$ cat src/logic/mem_cfg_regs.vh
// register offsets, field positions and reset values of the memory config bank
`ifndef MEM_CFG_REGS_VH
`define MEM_CFG_REGS_VH

// offsets
`define OFS_CFG_TWO      32'h8000_0004
`define OFS_CFG_THREE    32'h0800_0008
`define OFS_MASK_ONE     32'h8000_001c
`define OFS_MASK_TWO     32'h8000_0020
`define OFS_SEG_STA_ONE  32'h8000_0000
`define OFS_SEG_END_ONE  32'h8000_00d4
`define OFS_SEG_STA_TWO  32'h8000_00d8
`define OFS_SEG_END_TWO  32'h8000_00dc

// memory_config_two fields
`define C2_REF_EN        31
`define C2_SDBS          25:23
`define C2_SDBS_TOP      3'h7
`define C2_COLS          22:21
`define C2_CMD           20:19
`define C2_SDRAM_ON      14
`define C2_SRAM_OFF      13
`define C2_RAMBS         12:9
`define C2_BUS_READY_N_EN       7
`define C2_RMW           6
`define C2_WIDTH_HI      5
`define C2_WWS           3:2
`define C2_RWS           1:0
`define C2_WMASK         32'hfff8_7eff
`define C2_RESET         32'h7c00_0000

// sdram commands
`define CMD_NONE         2'h0
`define CMD_PRECHARGE    2'h1
`define CMD_REFRESH      2'h2
`define CMD_LOAD_MODE    2'h3

// memory_config_three fields
`define C3_RFC_VAL       2'h3
`define C3_RFC           31:30
`define C3_ME            27
`define C3_RELOAD        26:12
`define C3_WB            11
`define C3_RB            10
`define C3_RE            9
`define C3_PE            8
`define C3_TCB           7:0
`define C3_WMASK         32'h07ff_feff
`define C3_RESET         32'h0000_0000

// protection fields
`define WP_EN            31
`define WP_BP            30
`define WP_TAG           29:15
`define WP_MASK          14:0
`define WP_ADDR_TAG      29:15
`define SEG_ADDR         29:2
`define SEG_BP           1
`define SEG_US           1
`define SEG_SU           0
`define WP_WMASK         32'hffff_ffff
`define SEG_STA_WMASK    32'h3fff_fffe
`define SEG_END_WMASK    32'h3fff_ffff
`define WP_RESET         32'h0000_0000

`endif

$ cat src/logic/memory_config_and_write_protect.v
// memory controller configuration registers and write protection units
//
// The address-and-strobe port was chosen for this implementation.
`timescale 1ns/10ps
`include "mem_cfg_regs.vh"

module memory_config_and_write_protect #(
    parameter MEM_EDAC_PRESENT = 1'b1
) (
    // clock and reset
    input  wire        ref_clk_in,
    input  wire        nrst_in,
    // register port
    input  wire [31:0] reg_addr_in,
    input  wire [31:0] reg_wdata_in,
    input  wire        reg_wr_in,
    input  wire        reg_rd_in,
    output reg  [31:0] reg_rdata_out,
    // pins
    input  wire        bus_ready_n_in,
    input  wire        gpio2_in,
    // memory controller side
    input  wire        sdram_cmd_done_in,
    input  wire        bank4_access_in,
    input  wire        sub_word_write_in,
    input  wire        sdram_area_in,
    input  wire        shared_strobe_in,
    input  wire [7:0]  edac_cb_in,
    input  wire [7:0]  mem_cb_in,
    input  wire        load_done_in,
    // cpu write checking
    input  wire        cpu_wr_in,
    input  wire [31:0] cpu_wr_addr_in,
    input  wire        cpu_user_in,
    // decoded configuration
    output reg  [9:0]  sdram_bank_mb_out,
    output reg  [12:0] sdram_cols_out,
    output reg  [18:0] sram_bank_kb_out,
    output reg         sdram_on_out,
    output reg         sram_off_out,
    output reg         sram_bus32_out,
    output reg  [1:0]  sram_wr_waits_out,
    output reg  [1:0]  sram_rd_waits_out,
    output reg         ram_edac_on_out,
    output reg         prom_edac_on_out,
    // memory actions
    output reg  [1:0]  sdram_cmd_out,
    output reg         sdram_cmd_valid_out,
    output reg         bank4_stall_out,
    output reg         sram_rmw_out,
    output reg         sdram_rmw_out,
    output reg  [7:0]  store_cb_out,
    output reg         wp_error_out
);

// ****************************************************************
// helpers
// ****************************************************************
function mask_hit;
    input [31:0] unit;
    input [31:0] addr;
    begin
        mask_hit = (((unit[`WP_TAG] ^ addr[`WP_ADDR_TAG])
                    & unit[`WP_MASK]) == 15'h0000);
    end
endfunction

function seg_hit;
    input [31:0] sta;
    input [31:0] stp;
    input [31:0] addr;
    begin
        seg_hit = (addr[`SEG_ADDR] >= sta[`SEG_ADDR]) &&
                  (addr[`SEG_ADDR] <= stp[`SEG_ADDR]);
    end
endfunction

function seg_active;
    input [31:0] stp;
    input        user;
    begin
        seg_active = user ? stp[`SEG_US] : stp[`SEG_SU];
    end
endfunction

function [31:0] merge;
    input [31:0] old;
    input [31:0] wd;
    input [31:0] wm;
    begin
        merge = (old & ~wm) | (wd & wm);
    end
endfunction

// ****************************************************************
// storage
// ****************************************************************
reg  [31:0] cfg_two_q;
reg  [31:0] cfg_three_q;
reg  [31:0] mask_one_q;
reg  [31:0] mask_two_q;
reg  [31:0] seg_sta_one_q;
reg  [31:0] seg_end_one_q;
reg  [31:0] seg_sta_two_q;
reg  [31:0] seg_end_two_q;
reg  [1:0]  bus_ready_n_sync_q;
reg  [1:0]  gpio_sync_q;
reg  [14:0] refresh_cnt_q;
reg         cmd_busy_q;
reg         refresh_pend_q;

wire wr_two   = reg_wr_in && (reg_addr_in == `OFS_CFG_TWO);
wire wr_three = reg_wr_in && (reg_addr_in == `OFS_CFG_THREE);
wire refresh_on = cfg_two_q[`C2_REF_EN] && cfg_two_q[`C2_SDRAM_ON];
wire edac_on    = cfg_three_q[`C3_RE];

// ****************************************************************
// pin synchronisers
// ****************************************************************
// left without reset so the gpio strap is already valid while reset
// is held and can be caught into the prom edac bit
always @(posedge ref_clk_in) begin
    bus_ready_n_sync_q <= {bus_ready_n_sync_q[0], bus_ready_n_in};
    gpio_sync_q <= {gpio_sync_q[0], gpio2_in};
end

// ****************************************************************
// register writes
// ****************************************************************
always @(posedge ref_clk_in) begin
    if (!nrst_in) begin
        cfg_two_q     <= `C2_RESET;
        cfg_three_q   <= `C3_RESET;
        mask_one_q    <= `WP_RESET;
        mask_two_q    <= `WP_RESET;
        seg_sta_one_q <= `WP_RESET;
        seg_end_one_q <= `WP_RESET;
        seg_sta_two_q <= `WP_RESET;
        seg_end_two_q <= `WP_RESET;
        cfg_three_q[`C3_PE] <= gpio_sync_q[1];
    end else begin
        if (wr_two) begin
            cfg_two_q <= merge(cfg_two_q, reg_wdata_in, `C2_WMASK);
        end else if (sdram_cmd_done_in && cmd_busy_q) begin
            cfg_two_q[`C2_CMD] <= `CMD_NONE;
        end
        if (wr_three) begin
            cfg_three_q <= merge(cfg_three_q, reg_wdata_in, `C3_WMASK);
        end
        // hardware capture wins over a software write in the same cycle
        if (cfg_three_q[`C3_RB] && load_done_in) begin
            cfg_three_q[`C3_TCB] <= mem_cb_in;
        end
        if (reg_wr_in) begin
            case (reg_addr_in)
                `OFS_MASK_ONE: begin
                    mask_one_q <= reg_wdata_in & `WP_WMASK;
                end
                `OFS_MASK_TWO: begin
                    mask_two_q <= reg_wdata_in & `WP_WMASK;
                end
                `OFS_SEG_STA_ONE: begin
                    seg_sta_one_q <= reg_wdata_in & `SEG_STA_WMASK;
                end
                `OFS_SEG_END_ONE: begin
                    seg_end_one_q <= reg_wdata_in & `SEG_END_WMASK;
                end
                `OFS_SEG_STA_TWO: begin
                    seg_sta_two_q <= reg_wdata_in & `SEG_STA_WMASK;
                end
                `OFS_SEG_END_TWO: begin
                    seg_end_two_q <= reg_wdata_in & `SEG_END_WMASK;
                end
                default: begin
                end
            endcase
        end
    end
end

// ****************************************************************
// register reads
// ****************************************************************
reg [31:0] rd_d;
always @* begin
    rd_d = 32'h0000_0000;
    case (reg_addr_in)
        `OFS_CFG_TWO: begin
            rd_d = cfg_two_q;
        end
        `OFS_CFG_THREE: begin
            rd_d = cfg_three_q;
            rd_d[`C3_RFC] = `C3_RFC_VAL;
            rd_d[`C3_ME]  = MEM_EDAC_PRESENT;
        end
        `OFS_MASK_ONE: begin
            rd_d = mask_one_q;
        end
        `OFS_MASK_TWO: begin
            rd_d = mask_two_q;
        end
        `OFS_SEG_STA_ONE: begin
            rd_d = seg_sta_one_q;
        end
        `OFS_SEG_END_ONE: begin
            rd_d = seg_end_one_q;
        end
        `OFS_SEG_STA_TWO: begin
            rd_d = seg_sta_two_q;
        end
        `OFS_SEG_END_TWO: begin
            rd_d = seg_end_two_q;
        end
        default: begin
            rd_d = 32'h0000_0000;
        end
    endcase
end

always @(posedge ref_clk_in) begin
    if (!nrst_in) begin
        reg_rdata_out <= 32'h0000_0000;
    end else if (reg_rd_in) begin
        reg_rdata_out <= rd_d;
    end else begin
        reg_rdata_out <= 32'h0000_0000;
    end
end

// ****************************************************************
// sdram commands and refresh
// ****************************************************************
// a software command has priority; a due refresh waits until free
always @(posedge ref_clk_in) begin
    if (!nrst_in) begin
        sdram_cmd_out       <= `CMD_NONE;
        sdram_cmd_valid_out <= 1'b0;
        cmd_busy_q          <= 1'b0;
        refresh_cnt_q       <= 15'h0000;
        refresh_pend_q      <= 1'b0;
    end else begin
        sdram_cmd_valid_out <= 1'b0;
        if (cmd_busy_q) begin
            if (sdram_cmd_done_in) begin
                cmd_busy_q <= 1'b0;
            end
        end else if (cfg_two_q[`C2_SDRAM_ON]) begin
            if (cfg_two_q[`C2_CMD] != `CMD_NONE) begin
                sdram_cmd_out       <= cfg_two_q[`C2_CMD];
                sdram_cmd_valid_out <= 1'b1;
                cmd_busy_q          <= 1'b1;
            end else if (refresh_pend_q) begin
                sdram_cmd_out       <= `CMD_REFRESH;
                sdram_cmd_valid_out <= 1'b1;
                refresh_pend_q      <= 1'b0;
            end
        end
        if (!refresh_on) begin
            refresh_cnt_q  <= cfg_three_q[`C3_RELOAD];
            refresh_pend_q <= 1'b0;
        end else if (refresh_cnt_q == 15'h0000) begin
            refresh_cnt_q  <= cfg_three_q[`C3_RELOAD];
            refresh_pend_q <= 1'b1;
        end else begin
            refresh_cnt_q <= refresh_cnt_q - 15'h0001;
        end
    end
end

// ****************************************************************
// decoded configuration and memory actions
// ****************************************************************
reg [12:0] cols_d;
always @* begin
    case (cfg_two_q[`C2_COLS])
        2'h0: cols_d = 13'h0100;
        2'h1: cols_d = 13'h0200;
        2'h2: cols_d = 13'h0400;
        default: begin
            if (cfg_two_q[`C2_SDBS] == `C2_SDBS_TOP) begin
                cols_d = 13'h1000;
            end else begin
                cols_d = 13'h0800;
            end
        end
    endcase
end

always @(posedge ref_clk_in) begin
    if (!nrst_in) begin
        sdram_bank_mb_out <= 10'h000;
        sdram_cols_out    <= 13'h0000;
        sram_bank_kb_out  <= 19'h00000;
        sdram_on_out      <= 1'b0;
        sram_off_out      <= 1'b0;
        sram_bus32_out    <= 1'b0;
        sram_wr_waits_out <= 2'h0;
        sram_rd_waits_out <= 2'h0;
        ram_edac_on_out   <= 1'b0;
        prom_edac_on_out  <= 1'b0;
        bank4_stall_out   <= 1'b0;
        sram_rmw_out      <= 1'b0;
        sdram_rmw_out     <= 1'b0;
        store_cb_out      <= 8'h00;
    end else begin
        sdram_bank_mb_out <= 10'h004 << cfg_two_q[`C2_SDBS];
        sdram_cols_out    <= cols_d;
        sram_bank_kb_out  <= 19'h00008 << cfg_two_q[`C2_RAMBS];
        sdram_on_out      <= cfg_two_q[`C2_SDRAM_ON];
        sram_off_out      <= cfg_two_q[`C2_SRAM_OFF] &
                             cfg_two_q[`C2_SDRAM_ON];
        // code 01 is undefined and falls back to the 8-bit bus
        sram_bus32_out    <= cfg_two_q[`C2_WIDTH_HI];
        sram_wr_waits_out <= cfg_two_q[`C2_WWS];
        sram_rd_waits_out <= cfg_two_q[`C2_RWS];
        ram_edac_on_out   <= edac_on;
        prom_edac_on_out  <= cfg_three_q[`C3_PE];
        bank4_stall_out   <= cfg_two_q[`C2_BUS_READY_N_EN] & bank4_access_in &
                             bus_ready_n_sync_q[1];
        // edac integrity also needs sram rmw set by software first
        sram_rmw_out      <= cfg_two_q[`C2_RMW] & sub_word_write_in &
                             !sdram_area_in &
                             (shared_strobe_in | edac_on);
        sdram_rmw_out     <= edac_on & sub_word_write_in &
                             sdram_area_in;
        store_cb_out      <= cfg_three_q[`C3_WB] ? cfg_three_q[`C3_TCB]
                             : edac_cb_in;
    end
end

// ****************************************************************
// write protection
// ****************************************************************
reg blocked_d;
reg allow_any_d;
reg allowed_d;
always @* begin
    blocked_d   = 1'b0;
    allow_any_d = 1'b0;
    allowed_d   = 1'b0;
    if (mask_one_q[`WP_EN]) begin
        if (mask_one_q[`WP_BP]) begin
            blocked_d = blocked_d | mask_hit(mask_one_q, cpu_wr_addr_in);
        end else begin
            allow_any_d = 1'b1;
            allowed_d = allowed_d | mask_hit(mask_one_q, cpu_wr_addr_in);
        end
    end
    if (mask_two_q[`WP_EN]) begin
        if (mask_two_q[`WP_BP]) begin
            blocked_d = blocked_d | mask_hit(mask_two_q, cpu_wr_addr_in);
        end else begin
            allow_any_d = 1'b1;
            allowed_d = allowed_d | mask_hit(mask_two_q, cpu_wr_addr_in);
        end
    end
    if (seg_active(seg_end_one_q, cpu_user_in)) begin
        if (seg_sta_one_q[`SEG_BP]) begin
            blocked_d = blocked_d |
                seg_hit(seg_sta_one_q, seg_end_one_q, cpu_wr_addr_in);
        end else begin
            allow_any_d = 1'b1;
            allowed_d = allowed_d |
                seg_hit(seg_sta_one_q, seg_end_one_q, cpu_wr_addr_in);
        end
    end
    if (seg_active(seg_end_two_q, cpu_user_in)) begin
        if (seg_sta_two_q[`SEG_BP]) begin
            blocked_d = blocked_d |
                seg_hit(seg_sta_two_q, seg_end_two_q, cpu_wr_addr_in);
        end else begin
            allow_any_d = 1'b1;
            allowed_d = allowed_d |
                seg_hit(seg_sta_two_q, seg_end_two_q, cpu_wr_addr_in);
        end
    end
end

always @(posedge ref_clk_in) begin
    if (!nrst_in) begin
        wp_error_out <= 1'b0;
    end else begin
        wp_error_out <= cpu_wr_in &
                        (blocked_d | (allow_any_d & !allowed_d));
    end
end

endmodule // memory_config_and_write_protect

$ cat config.mk
export PLATFORM = sky130hd
export DESIGN_NAME = memory_config_and_write_protect
export DESIGN_NICKNAME = d
export VERILOG_FILES = /design/src/logic/memory_config_and_write_protect.v
export VERILOG_INCLUDE_DIRS = /design/src /design/src/logic
export SDC_FILE = /design/constraint.sdc
export NUM_CORES = 1
export LEC_CHECK = 0
export BUFFER_PORTS_ARGS = -buffer_cell sky130_fd_sc_hd__buf_2
export CAP_MARGIN = 10
export CORE_MARGIN = 2
export CORE_UTILIZATION = 40
export DETAILED_ROUTE_END_ITERATION = 10
export GPL_ROUTABILITY_DRIVEN = 1
export PLACE_DENSITY_LB_ADDON = 0.15
export SYNTH_ARGS = -nofsm -noshare
export SYNTH_HDL_FRONTEND = slang
export SYNTH_SLANG_ARGS = --single-unit
$ cat constraint.sdc
create_clock -name ref_clk_in -period 6.9 [get_ports ref_clk_in]
set_input_delay 0.345 -clock ref_clk_in [delete_from_list [all_inputs] [get_ports ref_clk_in]]
set_output_delay 0.345 -clock ref_clk_in [all_outputs]
set_load 0.02 [all_outputs]
==> results.cfg <==
[outcome]
status = complete, no violations

[critical_path]
arrival_ns = 3.99
max_stage_delay_ns = 0.87
end_kind = flip-flop
crit_chain = buf_2 > nor4_1 > nand4_1 > or4_1 > nor3_4 > buf_4 > and2_2 > nand2_1 > a21oi_1
path_max_fanout = 29
cp_slowest_cell = nor3_4
critPathBufInv = 2
critical_path_class = in -> reg
cp.required_ns = 7.38
worstSetupStartpointType = input pin
crit_family = simple AND/OR/NAND/NOR gates

[detailed_routing]
drc = 0
dr_total_vias = 15397
drt_iter0_drc = 1733
detail_route.wl_per_cell_um = 22.55
ant_nets = 0
wl_um = 61140
vias_per_cell = 5.679
first_pass_iters = 9

[yosys]
synth_area_per_cell_um2 = 7.984
synthArstFlopShare_pct = 0
synthCells = 2022
ys_warn_count = 0
ys_ff_latch = 342
synth_area_um2 = 16140
ys_seq_area_share_pct = 42.47
yosys.cell_types.count = 58
ys.flop_type = dfxtp_1
synth_edf_count = 1

[clock_network]
cts_setup_buffers = 0
htree_levels = 2
cts_buffers = 40
cts_root_buf = clkbuf_16
cts_tree = done
insertion_delay_ns = 0.56
path_clk_slew_ns = 0.06
cts_buffer_depth = 3
cts_sinks = 342

[die]
die_y_um = 204.9
rows = 73
start_util_pct = 40.54
dieArea_um2 = 41980
ios = 224
die_w_um = 204.9
fp.coreArea_um2 = 39820

[grt]
overflow = 0
global_route.usage.met2_pct = 48.14
grt_max_degree = 101
antenna_found_initial = 4
track_usage_pct = 28.78
met3_usage_pct = 4.900
first_global_vias = 14587
busiest_layer = met2
grt_pass1_wl_um = 90370
use_met1_pct = 35.94

[pwr]
p_per_area_nw_per_um2 = 229.7
p_leak_nw = 6.777
ir_worst_vdd_mv = 0.1653
finalPower_mw = 4.287

[timing]
tightest_slew_ns = 1.237
min_period_ns = 3.510
rsz0062_at_grt = false
drv_slew = 0
setup_viol = 0
fmax_mhz = 284.9
final_hold_viol_count = 0
clock_skew_ns = 0.008623
maxSlewHeadroom_pct = 15.41
post-route-period-util_pct = 50.88
fin_tns_setup_ns = 0

[final_layout]
layout_commonest_cell = nand2_1
postLayoutCellArea_um2 = 18670
final_cell_mix = nand2_1, dfxtp_1, a21oi_1
postLayoutCoreUtil_pct = 46.87
drive_above_1_share_pct = 14.19
syn_to_final_growth_pct = 15.63
finalNetCount = 2398
fin_cells = 2711

[min_path]
hold_class = in -> reg

[placed_design]
gp_congestion = 0.9279
dp_hpwl_um = 41700
post_dp_cell_area_um2 = 17370
dp.cells = 2639
port-buffer-count = 206

[job]
drv_cap = 0
==> where the power goes <==
part	internal (mW)	leakage [nW]	switching (mW)
logic	0.0758	3.38	0.161
clock network	1.21	0.637	0.860
registers	1.98	2.76	0.00148
==> what timing repair did <==
item / 4_1_cts / 5_1_grt
hold buffers: 3 / 0
setup endpoints to repair: 0 / 0
resized for setup: 0 / 0
hold endpoints to repair: 4 / 0
==> through the flow <==
step / setup WS (ns) / hold slack [ns]
global placement: 2.956 / 0.3157
global route: 3.305 / 0.03248
finish: 3.390 / 0.02971
CTS: 3.494 / 0.008168
detailed placement: 2.942 / 0.3150
floorplan: 4.648 / 0.3096
==> routing by layer <==
metal	share of wire, %	routed length [um]
met4	5.0	3064
met2	47	28910
met5	0.011	7
met1	40	24600
met3	7.5	4555
==> final timing paths <==
check	start	endpoint	slack, ns	depth (start not counted)
worst max-delay path	reg_addr_in[10]	seg_sta_one_q[18]	3.39	9
worst min-delay path	edac_cb_in[2]	store_cb_out[2]	0.03	3
worst max register to register	seg_active.stp[3]	wp_error_out	3.39	10
worst min register to register	gpio_sync_q[0]	gpio_sync_q[1]	0.33	0
==> synthesized netlist by cell type (all sizes together) (23+ instances only) <==
library cell | instances | area, um^2
a21oi | 272 | 1361
a222oi | 58 | 580.6
buf | 75 | 450.4
clkbuf | 74 | 277.8
dfxtp | 341 | 6827
ha | 113 | 1414
inv | 114 | 427.9
nand2 | 569 | 2136
nand3 | 25 | 125.1
nand4 | 23 | 143.9
nor2 | 79 | 299.0
nor3 | 25 | 145.1
xor2 | 35 | 306.5
==> state kept, by name, summed over array words and instances (netlist names), 5 cells and up <==
register / count
mask_one_q: 32
mask_two_q: 32
reg_rdata_out: 32
seg_active.stp: 30
seg_end_one_q: 30
seg_sta_one_q: 29
seg_sta_two_q: 29
cfg_three_q: 27
cfg_two_q: 27
sram_bank_kb_out: 16
refresh_cnt_q: 15
sdram_bank_mb_out: 8
store_cb_out: 8
sdram_cols_out: 5
==> layout make-up <==
type                            instances  area (um^2)
Fill cell                            4007        21160
Antenna cell                            2        5.005
Tap cell                              525        656.9
Sequential cell                       342         6857
Clock inverter                         10        57.56
Clock buffer                           57         1206
Multi-Input combinational cell       1429         8214
Inverter                              114        435.4
Timing Repair Buffer                  232         1234
==> tightest hold or removal path, stage by stage <==
cell and delay, ns:
buf_2 0.08, mux2i_1 0.06, nor2_1 0.08
==> kinds of logic (layout without fill, tap and decap cells) <==
family	count (synthesis)	after routing	share of synthesized area [%]
xor gates and xnor gates	41	41	2.224
adders and majority gates	113	113	8.758
DFF	342	342	42.47
and+or+nand+nor	798	798	20.91
other	1	15	0.02323
muxes	11	11	0.6821
buffers and inverters	263	413	7.162
AOI/OAI and AO/OA	453	453	17.76
(Power assumes the default switching activity.)
